## config.mk

```make
export PLATFORM = sky130hd
export DESIGN_NAME = xod_decoder
export DESIGN_NICKNAME = d
export VERILOG_FILES = /design/src/common/xod_pkg.sv /design/src/design/xod_addr_decode.sv /design/src/design/xod_decoder.sv
export VERILOG_INCLUDE_DIRS = /design/src /design/src/common
export SDC_FILE = /design/constraint.sdc
export NUM_CORES = 1
export LEC_CHECK = 0
export BUFFER_PORTS_ARGS = -buffer_cell sky130_fd_sc_hd__buf_4
export CORE_UTILIZATION = 38
export CTS_BUF_LIST = sky130_fd_sc_hd__clkbuf_4
export DETAILED_ROUTE_END_ITERATION = 12
export GPL_TIMING_DRIVEN = 0
export SYNTH_ARGS = -nofsm -noshare
export SYNTH_HDL_FRONTEND = slang
export SYNTH_HIERARCHICAL = 1
export SYNTH_SLANG_ARGS = --single-unit
```

## constraint.sdc

```tcl
create_clock -name clk_sys_i -period 8.8 [get_ports clk_sys_i]
set_input_delay 0 -clock clk_sys_i [delete_from_list [all_inputs] [get_ports clk_sys_i]]
set_output_delay 0 -clock clk_sys_i [all_outputs]
set_load 0.03 [all_outputs]
```

## src/common/xod_map.svh

```systemverilog
// constants for the extended opcode and address decoder
// Operation
// - signed/unsigned range check, 3 cycles
// - 16-bit check 3, unsigned 2 cycles
// - sign extend 16/byte to word, 3 cycles
// - load 16-bit sign extended, 1 cycle
// - load byte sign extended, 1 cycle
// - device loads and stores take 3 cycles
// - peripherals reached only by device operations
// - wait 5 to 11, signal 7 to 12
// - swap queue 4, insert queue 3 to 4
// - global interrupt disable/enable, 5 cycles
// - load shadow 6-31, store shadow 6-17
// - trap handler/status load/store, 12 cycles
// - trap enable/disable 4, return 8-10
// - clock operations take 2 cycles each
// - product identity and no-op, 1 cycle
// - 30-bit word address plus byte selector
// - top two address bits select bank
// - bits 20 to 29 not driven out
// - channel state words below user memory base
// - trap area: two priorities, four groups
// - mask ROM at top of bank 1
// - boot entry two bytes below top
// - device ops in peripheral range hit peripherals
// - SRAM from bottom, external RAM at 81000000
`ifndef XOD_MAP_SVH
`define XOD_MAP_SVH
`define XOD_OP_CIR 16'h2CF7
`define XOD_OP_CIRU 16'h2CFC
`define XOD_OP_CB 16'h2BFA
`define XOD_OP_CBU 16'h2BFB
`define XOD_OP_CS 16'h2FFA
`define XOD_OP_CSU 16'h2FFB
`define XOD_OP_XSW 16'h2FF8
`define XOD_OP_XBW 16'h2BF8
`define XOD_OP_SSUB 16'h2CF1
`define XOD_OP_LDS 16'h2CFA
`define XOD_OP_STS 16'h2CF8
`define XOD_OP_LBX 16'h2BF9
`define XOD_OP_LSX 16'h2FF9
`define XOD_OP_DLB 16'h2FF0
`define XOD_OP_DLS 16'h2FF2
`define XOD_OP_DLW 16'h2FF4
`define XOD_OP_DSB 16'h2FF1
`define XOD_OP_DSS 16'h2FF3
`define XOD_OP_DSW 16'h2FF5
`define XOD_OP_WAIT 16'h60F5
`define XOD_OP_SIGNAL 16'h60F4
`define XOD_OP_SWAPQ 16'h60F0
`define XOD_OP_SWAPT 16'h60F1
`define XOD_OP_INSQ 16'h60F2
`define XOD_OP_TSLICE 16'h60F3
`define XOD_OP_LDSHAD 16'h60FC
`define XOD_OP_STSHAD 16'h60FD
`define XOD_OP_RESTART 16'h62FE
`define XOD_OP_CAUSEERR 16'h62FF
`define XOD_OP_IRET 16'h61FF
`define XOD_OP_SETTS 16'h2BF0
`define XOD_OP_INTDIS 16'h2CF4
`define XOD_OP_INTENB 16'h2CF5
`define XOD_OP_GINTDIS 16'h2CFD
`define XOD_OP_GINTENB 16'h2CFE
`define XOD_OP_LDTRAPH 16'h26FE
`define XOD_OP_LDTRAPPED 16'h2CF6
`define XOD_OP_STTRAPPED 16'h2CFB
`define XOD_OP_STTRAPH 16'h26FF
`define XOD_OP_TRAPENB 16'h60F7
`define XOD_OP_TRAPDIS 16'h60F6
`define XOD_OP_TRET 16'h60FB
`define XOD_OP_PRODID 16'h68FC
`define XOD_OP_NOP 16'h63F0
`define XOD_OP_CLKENB 16'h64FF
`define XOD_OP_CLKDIS 16'h64FE
`define XOD_OP_LDCLK 16'h64FD
`define XOD_OP_STCLK 16'h64FC
// cycle budgets
`define XOD_CYC_1 5'h01
`define XOD_CYC_2 5'h02
`define XOD_CYC_3 5'h03
`define XOD_CYC_4 5'h04
`define XOD_CYC_5 5'h05
`define XOD_CYC_6 5'h06
`define XOD_CYC_7 5'h07
`define XOD_CYC_8 5'h08
`define XOD_CYC_9 5'h09
`define XOD_CYC_10 5'h0A
`define XOD_CYC_11 5'h0B
`define XOD_CYC_12 5'h0C
`define XOD_CYC_17 5'h11
`define XOD_CYC_20 5'h14
`define XOD_CYC_31 5'h1F
// address map
`define XOD_PERIPH_LO 32'h0000_0000
`define XOD_PERIPH_HI 32'h3FFF_FFFF
`define XOD_ROM_BASE 32'h7FFE_0000
`define XOD_ROM_TOP 32'h7FFF_FFFF
`define XOD_BOOT_ENTRY 32'h7FFF_FFFE
`define XOD_LOWEST_ADDR 32'h8000_0000
`define XOD_SRAM_TOP 32'h8000_FFFF
`define XOD_EXT_RAM_BASE 32'h8100_0000
`define XOD_CHAN_BASE 32'h8000_0010
`define XOD_CHAN_TOP 32'h8000_001F
`define XOD_TRAP_BASE 32'h8000_0040
`define XOD_USER_MEM_BASE 32'h8000_0140
`define XOD_TRAP_PRI_BIT 8
`define XOD_TRAP_GRP_HI 7
`define XOD_TRAP_GRP_LO 6
`define XOD_TRAP_STRUCT_BIT 4
`define XOD_EXT_ADDR_W 20
`define XOD_BANK_HI 31
`define XOD_BANK_LO 30
`endif

```

## src/common/xod_pkg.sv

```systemverilog
// types for the extended opcode and address decoder
package xod_pkg;
   typedef enum logic [3:0] {
      XOD_TGT_NONE = 4'b0001,
      XOD_TGT_MEM = 4'b0010,
      XOD_TGT_PERIPH = 4'b0100,
      XOD_TGT_ROM = 4'b1000
   } xod_target_t;
   typedef enum logic [2:0] {
      XOD_IDLE = 3'b001,
      XOD_BUSY = 3'b010,
      XOD_WAITDONE = 3'b100
   } xod_state_t;
   typedef struct packed {
      logic legal;
      logic ranged;
      logic dev_op;
      logic mem_op;
      logic [4:0] min_cyc;
      logic [4:0] max_cyc;
   } xod_info_t;
endpackage : xod_pkg

```

## src/design/xod_addr_decode.sv

```systemverilog
// address space decode: bank, target, reserved areas
`timescale 1ns/10ps
`default_nettype none
`include "xod_map.svh"
module xod_addr_decode
   import xod_pkg::*;
(
   input wire logic [31:0] addr_i,
   input wire logic dev_op_i,
   input wire logic rom_programmed_i,
   output logic [1:0] bank_o,
   output logic [29:0] word_addr_o,
   output logic [1:0] byte_sel_o,
   output logic [19:0] ext_addr_o,
   output xod_target_t target_o,
   output logic sram_o,
   output logic chan_area_o,
   output logic trap_area_o,
   output logic trap_pri_o,
   output logic [1:0] trap_grp_o,
   output logic trap_struct_o
);
   logic periph_range;
   logic rom_range;
   assign word_addr_o = addr_i[31:2];
   assign byte_sel_o = addr_i[1:0];
   assign bank_o = addr_i[`XOD_BANK_HI:`XOD_BANK_LO];
   // upper internal bits stay on chip
   assign ext_addr_o = addr_i[`XOD_EXT_ADDR_W-1:0];
   assign periph_range = (addr_i <= `XOD_PERIPH_HI);
   // signed space: rom sits just below the highest address
   assign rom_range = (addr_i >= `XOD_ROM_BASE) && (addr_i <= `XOD_ROM_TOP);
   assign sram_o = (addr_i >= `XOD_LOWEST_ADDR) && (addr_i <= `XOD_SRAM_TOP);
   assign chan_area_o = (addr_i >= `XOD_CHAN_BASE) && (addr_i <= `XOD_CHAN_TOP);
   assign trap_area_o = (addr_i >= `XOD_TRAP_BASE) && (addr_i < `XOD_USER_MEM_BASE);
   assign trap_pri_o = addr_i[`XOD_TRAP_PRI_BIT] ^ 1'b1;
   assign trap_grp_o = addr_i[`XOD_TRAP_GRP_HI:`XOD_TRAP_GRP_LO];
   assign trap_struct_o = addr_i[`XOD_TRAP_STRUCT_BIT];
   always_comb begin
      if (dev_op_i && periph_range) begin
         target_o = XOD_TGT_PERIPH;
      end else if (rom_range && rom_programmed_i) begin
         target_o = XOD_TGT_ROM;
      end else begin
         target_o = XOD_TGT_MEM;
      end
   end
endmodule : xod_addr_decode
`default_nettype wire

```

## src/design/xod_decoder.sv

```systemverilog
// extended opcode decoder with cycle sequencing
`timescale 1ns/10ps
`default_nettype none
`include "xod_map.svh"
module xod_decoder
   import xod_pkg::*;
(
   input wire logic clk_sys_i,
   input wire logic arst_n_i,
   input wire logic instr_valid_i,
   input wire logic [15:0] opcode_i,
   input wire logic [31:0] addr_i,
   input wire logic exec_done_i,
   input wire logic boot_i,
   input wire logic rom_programmed_i,
   output logic instr_ready_o,
   output logic exec_start_o,
   output logic [15:0] exec_op_o,
   output logic [4:0] exec_cycles_o,
   output logic illegal_o,
   output logic busy_o,
   output logic periph_sel_o,
   output logic mem_sel_o,
   output logic rom_sel_o,
   output logic [1:0] bank_o,
   output logic [29:0] word_addr_o,
   output logic [1:0] byte_sel_o,
   output logic [19:0] ext_addr_o,
   output logic reserved_hit_o,
   output logic [31:0] boot_pc_o
);
   function automatic xod_info_t info(input logic [15:0] op);
      xod_info_t r;
      r = '{legal: 1'b1, ranged: 1'b0, dev_op: 1'b0, mem_op: 1'b0,
            min_cyc: `XOD_CYC_1, max_cyc: `XOD_CYC_1};
      case (op)
         `XOD_OP_CIR, `XOD_OP_CIRU: begin
            r.min_cyc = `XOD_CYC_3;
         end
         `XOD_OP_CB, `XOD_OP_CS: begin
            r.min_cyc = `XOD_CYC_3;
         end
         `XOD_OP_CBU, `XOD_OP_CSU: begin
            r.min_cyc = `XOD_CYC_2;
         end
         `XOD_OP_XSW, `XOD_OP_XBW: begin
            r.min_cyc = `XOD_CYC_3;
         end
         `XOD_OP_SSUB: begin
            r.min_cyc = `XOD_CYC_1;
         end
         `XOD_OP_LDS: begin
            r.mem_op = 1'b1;
         end
         `XOD_OP_STS: begin
            r.mem_op = 1'b1;
            r.min_cyc = `XOD_CYC_2;
         end
         `XOD_OP_LSX: begin
            r.mem_op = 1'b1;
         end
         `XOD_OP_LBX: begin
            r.mem_op = 1'b1;
         end
         `XOD_OP_DLB, `XOD_OP_DLS, `XOD_OP_DLW,
         `XOD_OP_DSB, `XOD_OP_DSS, `XOD_OP_DSW: begin
            r.dev_op = 1'b1;
            r.min_cyc = `XOD_CYC_3;
         end
         `XOD_OP_WAIT: begin
            r.ranged = 1'b1;
            r.min_cyc = `XOD_CYC_5;
            r.max_cyc = `XOD_CYC_11;
         end
         `XOD_OP_SIGNAL: begin
            r.ranged = 1'b1;
            r.min_cyc = `XOD_CYC_7;
            r.max_cyc = `XOD_CYC_12;
         end
         `XOD_OP_SWAPQ, `XOD_OP_TRAPENB, `XOD_OP_TRAPDIS: begin
            r.min_cyc = `XOD_CYC_4;
         end
         `XOD_OP_SWAPT, `XOD_OP_GINTDIS, `XOD_OP_GINTENB: begin
            r.min_cyc = `XOD_CYC_5;
         end
         `XOD_OP_INSQ, `XOD_OP_TSLICE: begin
            r.ranged = 1'b1;
            r.min_cyc = `XOD_CYC_3;
            r.max_cyc = `XOD_CYC_4;
         end
         `XOD_OP_LDSHAD: begin
            r.ranged = 1'b1;
            r.min_cyc = `XOD_CYC_6;
            r.max_cyc = `XOD_CYC_31;
         end
         `XOD_OP_STSHAD: begin
            r.ranged = 1'b1;
            r.min_cyc = `XOD_CYC_6;
            r.max_cyc = `XOD_CYC_17;
         end
         `XOD_OP_RESTART: begin
            r.min_cyc = `XOD_CYC_20;
         end
         `XOD_OP_CAUSEERR: begin
            r.ranged = 1'b1;
            r.min_cyc = `XOD_CYC_7;
            r.max_cyc = `XOD_CYC_8;
         end
         `XOD_OP_IRET: begin
            r.ranged = 1'b1;
            r.min_cyc = `XOD_CYC_3;
            r.max_cyc = `XOD_CYC_11;
         end
         `XOD_OP_SETTS, `XOD_OP_INTDIS, `XOD_OP_INTENB: begin
            r.min_cyc = `XOD_CYC_2;
         end
         `XOD_OP_LDTRAPH, `XOD_OP_LDTRAPPED, `XOD_OP_STTRAPPED, `XOD_OP_STTRAPH: begin
            r.min_cyc = `XOD_CYC_12;
         end
         `XOD_OP_TRET: begin
            r.ranged = 1'b1;
            r.min_cyc = `XOD_CYC_8;
            r.max_cyc = `XOD_CYC_10;
         end
         `XOD_OP_PRODID, `XOD_OP_NOP: begin
            r.min_cyc = `XOD_CYC_1;
         end
         `XOD_OP_CLKENB, `XOD_OP_CLKDIS, `XOD_OP_LDCLK, `XOD_OP_STCLK: begin
            r.min_cyc = `XOD_CYC_2;
         end
         default: begin
            r.legal = 1'b0;
            r.min_cyc = `XOD_CYC_1;
         end
      endcase
      if (!r.ranged) begin
         r.max_cyc = r.min_cyc;
      end
      return r;
   endfunction : info

   xod_info_t cur;
   xod_state_t state_r, state_nxt;
   logic [4:0] cnt_r, cnt_nxt;
   logic [4:0] max_r, max_nxt;
   logic [15:0] op_r, op_nxt;
   logic start_nxt, start_r;
   logic illegal_nxt, illegal_r;
   logic dev_r, dev_nxt;
   logic [31:0] addr_r, addr_nxt;
   logic mem_r, mem_nxt;
   xod_target_t target;
   logic chan_area, trap_area;
   logic accept;

   assign cur = info(opcode_i);
   assign instr_ready_o = (state_r == XOD_IDLE);
   assign accept = instr_valid_i && instr_ready_o;
   assign busy_o = !instr_ready_o;

   // extra cycles available beyond the minimum; zero marks a fixed-length op
   function automatic logic [4:0] op_max_gap(input logic [15:0] op);
      xod_info_t t;
      t = info(op);
      return t.max_cyc - t.min_cyc;
   endfunction : op_max_gap

   always_comb begin
      state_nxt = state_r;
      cnt_nxt = cnt_r;
      max_nxt = max_r;
      op_nxt = op_r;
      dev_nxt = dev_r;
      mem_nxt = mem_r;
      addr_nxt = addr_r;
      start_nxt = 1'b0;
      illegal_nxt = 1'b0;
      case (state_r)
         XOD_IDLE: begin
            if (accept) begin
               op_nxt = opcode_i;
               addr_nxt = addr_i;
               if (!cur.legal) begin
                  illegal_nxt = 1'b1;
                  dev_nxt = 1'b0;
                  mem_nxt = 1'b0;
               end else begin
                  start_nxt = 1'b1;
                  dev_nxt = cur.dev_op;
                  mem_nxt = cur.mem_op;
                  cnt_nxt = cur.min_cyc;
                  max_nxt = cur.max_cyc;
                  if (cur.min_cyc != `XOD_CYC_1) begin
                     state_nxt = XOD_BUSY;
                  end
               end
            end
         end
         XOD_BUSY: begin
            cnt_nxt = cnt_r - `XOD_CYC_1;
            if (cnt_r == `XOD_CYC_2) begin
               // ranged ops hold issue until done or their max count, fixed ops end on count
               state_nxt = (op_max_gap(op_r) != 5'h00) ? XOD_WAITDONE : XOD_IDLE;
            end
         end
         XOD_WAITDONE: begin
            cnt_nxt = cnt_r + `XOD_CYC_1;
            // cnt counts cycles past the minimum, so the gap caps the wait at max
            if (exec_done_i || cnt_r >= op_max_gap(op_r)) begin
               state_nxt = XOD_IDLE;
            end
         end
         default: begin
            state_nxt = XOD_IDLE;
         end
      endcase
   end

   always_ff @(posedge clk_sys_i or negedge arst_n_i) begin
      if (!arst_n_i) begin
         state_r <= XOD_IDLE;
         cnt_r <= 5'h00;
         max_r <= 5'h00;
         op_r <= 16'h0000;
         start_r <= 1'b0;
         illegal_r <= 1'b0;
         dev_r <= 1'b0;
         mem_r <= 1'b0;
         addr_r <= 32'h0000_0000;
      end else begin
         state_r <= state_nxt;
         cnt_r <= cnt_nxt;
         max_r <= max_nxt;
         op_r <= op_nxt;
         start_r <= start_nxt;
         illegal_r <= illegal_nxt;
         dev_r <= dev_nxt;
         mem_r <= mem_nxt;
         addr_r <= addr_nxt;
      end
   end

   xod_addr_decode u_addr (
      .addr_i(addr_r),
      .dev_op_i(dev_r),
      .rom_programmed_i(rom_programmed_i),
      .bank_o(bank_o),
      .word_addr_o(word_addr_o),
      .byte_sel_o(byte_sel_o),
      .ext_addr_o(ext_addr_o),
      .target_o(target),
      .sram_o(),
      .chan_area_o(chan_area),
      .trap_area_o(trap_area),
      .trap_pri_o(),
      .trap_grp_o(),
      .trap_struct_o()
   );

   assign exec_start_o = start_r;
   assign exec_op_o = op_r;
   assign exec_cycles_o = max_r;
   assign illegal_o = illegal_r;
   // peripheral select only ever comes from a device op
   assign periph_sel_o = start_r && dev_r && (target == XOD_TGT_PERIPH);
   assign mem_sel_o = start_r && (dev_r || mem_r) && (target == XOD_TGT_MEM);
   assign rom_sel_o = start_r && (dev_r || mem_r) && (target == XOD_TGT_ROM);
   // ordinary access into processor-private words is flagged
   assign reserved_hit_o = start_r && mem_r && (chan_area || trap_area);
   assign boot_pc_o = boot_i ? `XOD_BOOT_ENTRY : `XOD_ROM_BASE;
endmodule : xod_decoder
`default_nettype wire

```

==> reports/summary.txt <==
F_max: 0.214 GHz
Drt first pass iters: 5
Setup TNS: 0 ns
Setup violations, final: 0
Slew HR: 0.147
Crit-path max FO: 5
Hold slack: 0.0558 ns
RSZ-0062 raised after global routing: false
Die area: 14400 um2
Final Hold Viols: 0
Sequential cell area in the final layout: 1630 um2
# IOs: 169
Die width: 120 um
Via count: 5548
Vias in the first global route: 5308
Initial Util: 0.396
Clock Root Buffer: clkbuf_4
Initial antenna violation count: 1
Routed vias/inst: 5.19
Final min period: 4.67 ns
DR iter-0 viols: 294
Largest net degree at the start of global routing: 66
Startpoint types: flip-flop
Crit path capture type: flip-flop
# port buffers: 149
R2R Setup Slk: 4.13 ns
Die Y: 120 um
GRT overflow: 0
Clock transition at path regs: 0.11 ns
Syn_area_per_cell: 7.91 um2
WS Path Type: reg2reg
Wirelength per Cell: 16.5 um
Max-slew violations: 0
Max-cap violations: 0
Status: complete, no violations
Final ANT Viol Nets: 0
Pwr Density: 120 nW/um2
HP Class: in2reg
Layout area overhead: 37.3%
CTS tree: built
Final #Nets: 955
Post-route clock period utilization: 0.531
Global-route wire length before repair: 27900 um
DRC viols: 0
Multi-input logic area: 2860 um2
Layout Skew: 0.0137 ns
Gr usage total: 0.248
Inserted Clock Buffers: 9
Slowest CP cell: or4b_1
Fillers: 1252
Lkg Pwr: 3.59 nW
CORE AREA: 13400 um2
Yosys warning total: 6
Clk sinks: 65
Cell count after synthesis: 670
Final wirelength: 17600 um
Final Util: 0.543
Critical path required time: 9.18 ns
Share of layout cells above drive strength 1: 0.319
Skew-Pair Late Insertion Delay: 0.43 ns
Crit-path cells: or4b_1, or4_1, nor4bb_1, mux2i_1, o21a_1, o2111a_1, o21ai_0, ha_1, a21o_1, a21oi_1, xor2_1, ha_1, nor2b_1, o21ai_0, nand3_1, o2111a_1
Mapped cell area: 5300 um2
Worst-Margin Slew: 1.26 ns
Slowest stage delay, CP: 0.62 ns
Total power: 873 uW
Clock buffer depth: 2
Gpl congestion: 0.955
Worst EP arrival: 5.05 ns
Rows: 42
H-tree levels: 3
IR drop worst, VDD: 0.0601 mV
HPWL after DPL: 13400 um
==> per-layer routing <==
metal	up-vias	part of all wire	track usage
li1	2668	-	-
met3	41	0.061	0.0399
met5	-	0	0
met4	0	0.039	0.119
met2	233	0.47	0.415
met1	2606	0.43	0.309
==> path summary, 6_finish.rpt <==
path,start,to,cells past startpoint
max,exec_op_o[12],state_r[0],16
min,instr_valid_i,cnt_r[1],4
max reg2reg,exec_op_o[12],state_r[0],16
min reg2reg,exec_cycles_o[1],exec_cycles_o[1],1
max in group asynchronous,arst_n_i,exec_op_o[7],2
min in group asynchronous,arst_n_i,addr_r[20],2
==> placed cells by master (no fill, tap or decap), types with 5 or more instances in the layout <==
cell,n
a21o_1,5
a21oi_1,17
buf_2,7
buf_4,237
clkbuf_1,24
clkbuf_4,11
conb_1,17
dfrtp_1,64
dlygate4sd3_1,43
ha_1,12
inv_1,19
mux2i_1,6
nand2_1,162
nand2b_1,11
nand3_1,19
nand4_1,13
nand4b_1,5
nor2_1,23
nor2b_1,5
nor3_1,24
nor3b_1,7
nor4_1,11
nor4b_1,6
o21ai_0,17
or2_2,5
or3_1,7
or4_1,7
xor2_1,6
==> critical path, delay by kind of cell (launching register included) <==
family | cells | cell delay, ns
flops | 1 | 0.42
mux | 1 | 0.22
simple gates | 5 | 1.89
xor+xnor | 1 | 0.27
compound gates | 7 | 1.27
fa+ha+maj | 2 | 0.54
==> repair_timing <==
item | 4_1_cts | 5_1_grt
endpoints found under the hold margin | 108 | 0
buffers inserted | 0 | 0
gates resized for setup | 0 | 0
hold buffers | 43 | 0
==> flip-flops by register name (all words and copies together), names as in the netlist <==
signal,cells
addr_r,32
exec_op_o,16
cnt_r,5
exec_cycles_o,5
state_r,3
dev_r,1
exec_start_o,1
illegal_o,1
mem_r,1
==> layout make-up <==
type	count	area share
multi-input combinational	479	0.393
tap	176	0.0303
clock buffer	11	0.0113
buffer	120	0.108
sequential	65	0.224
inverter	20	0.0107
clock inverter	4	0.00946
antenna	1	0.000344
timing repair buffer	192	0.213
==> through the flow <==
stage               setup slack [ns]  instances  area, um2
floorplan                       4.67        684       5350
global placement                4.35       1009       6690
detailed placement              4.26       1009       6690
CTS                             4.22       1067       7270
global route                    3.87       1068       7280
finish                          4.13       1068       7280
==> power breakdown <==
part / switching [mW] / internal [mW] / leakage [nW]
logic: 0.169 / 0.132 / 2.71
registers: 0.0272 / 0.319 / 0.796
clock network: 0.107 / 0.119 / 0.0844
total: 0.303 / 0.570 / 3.59
Power figures use the tool's default switching activity.
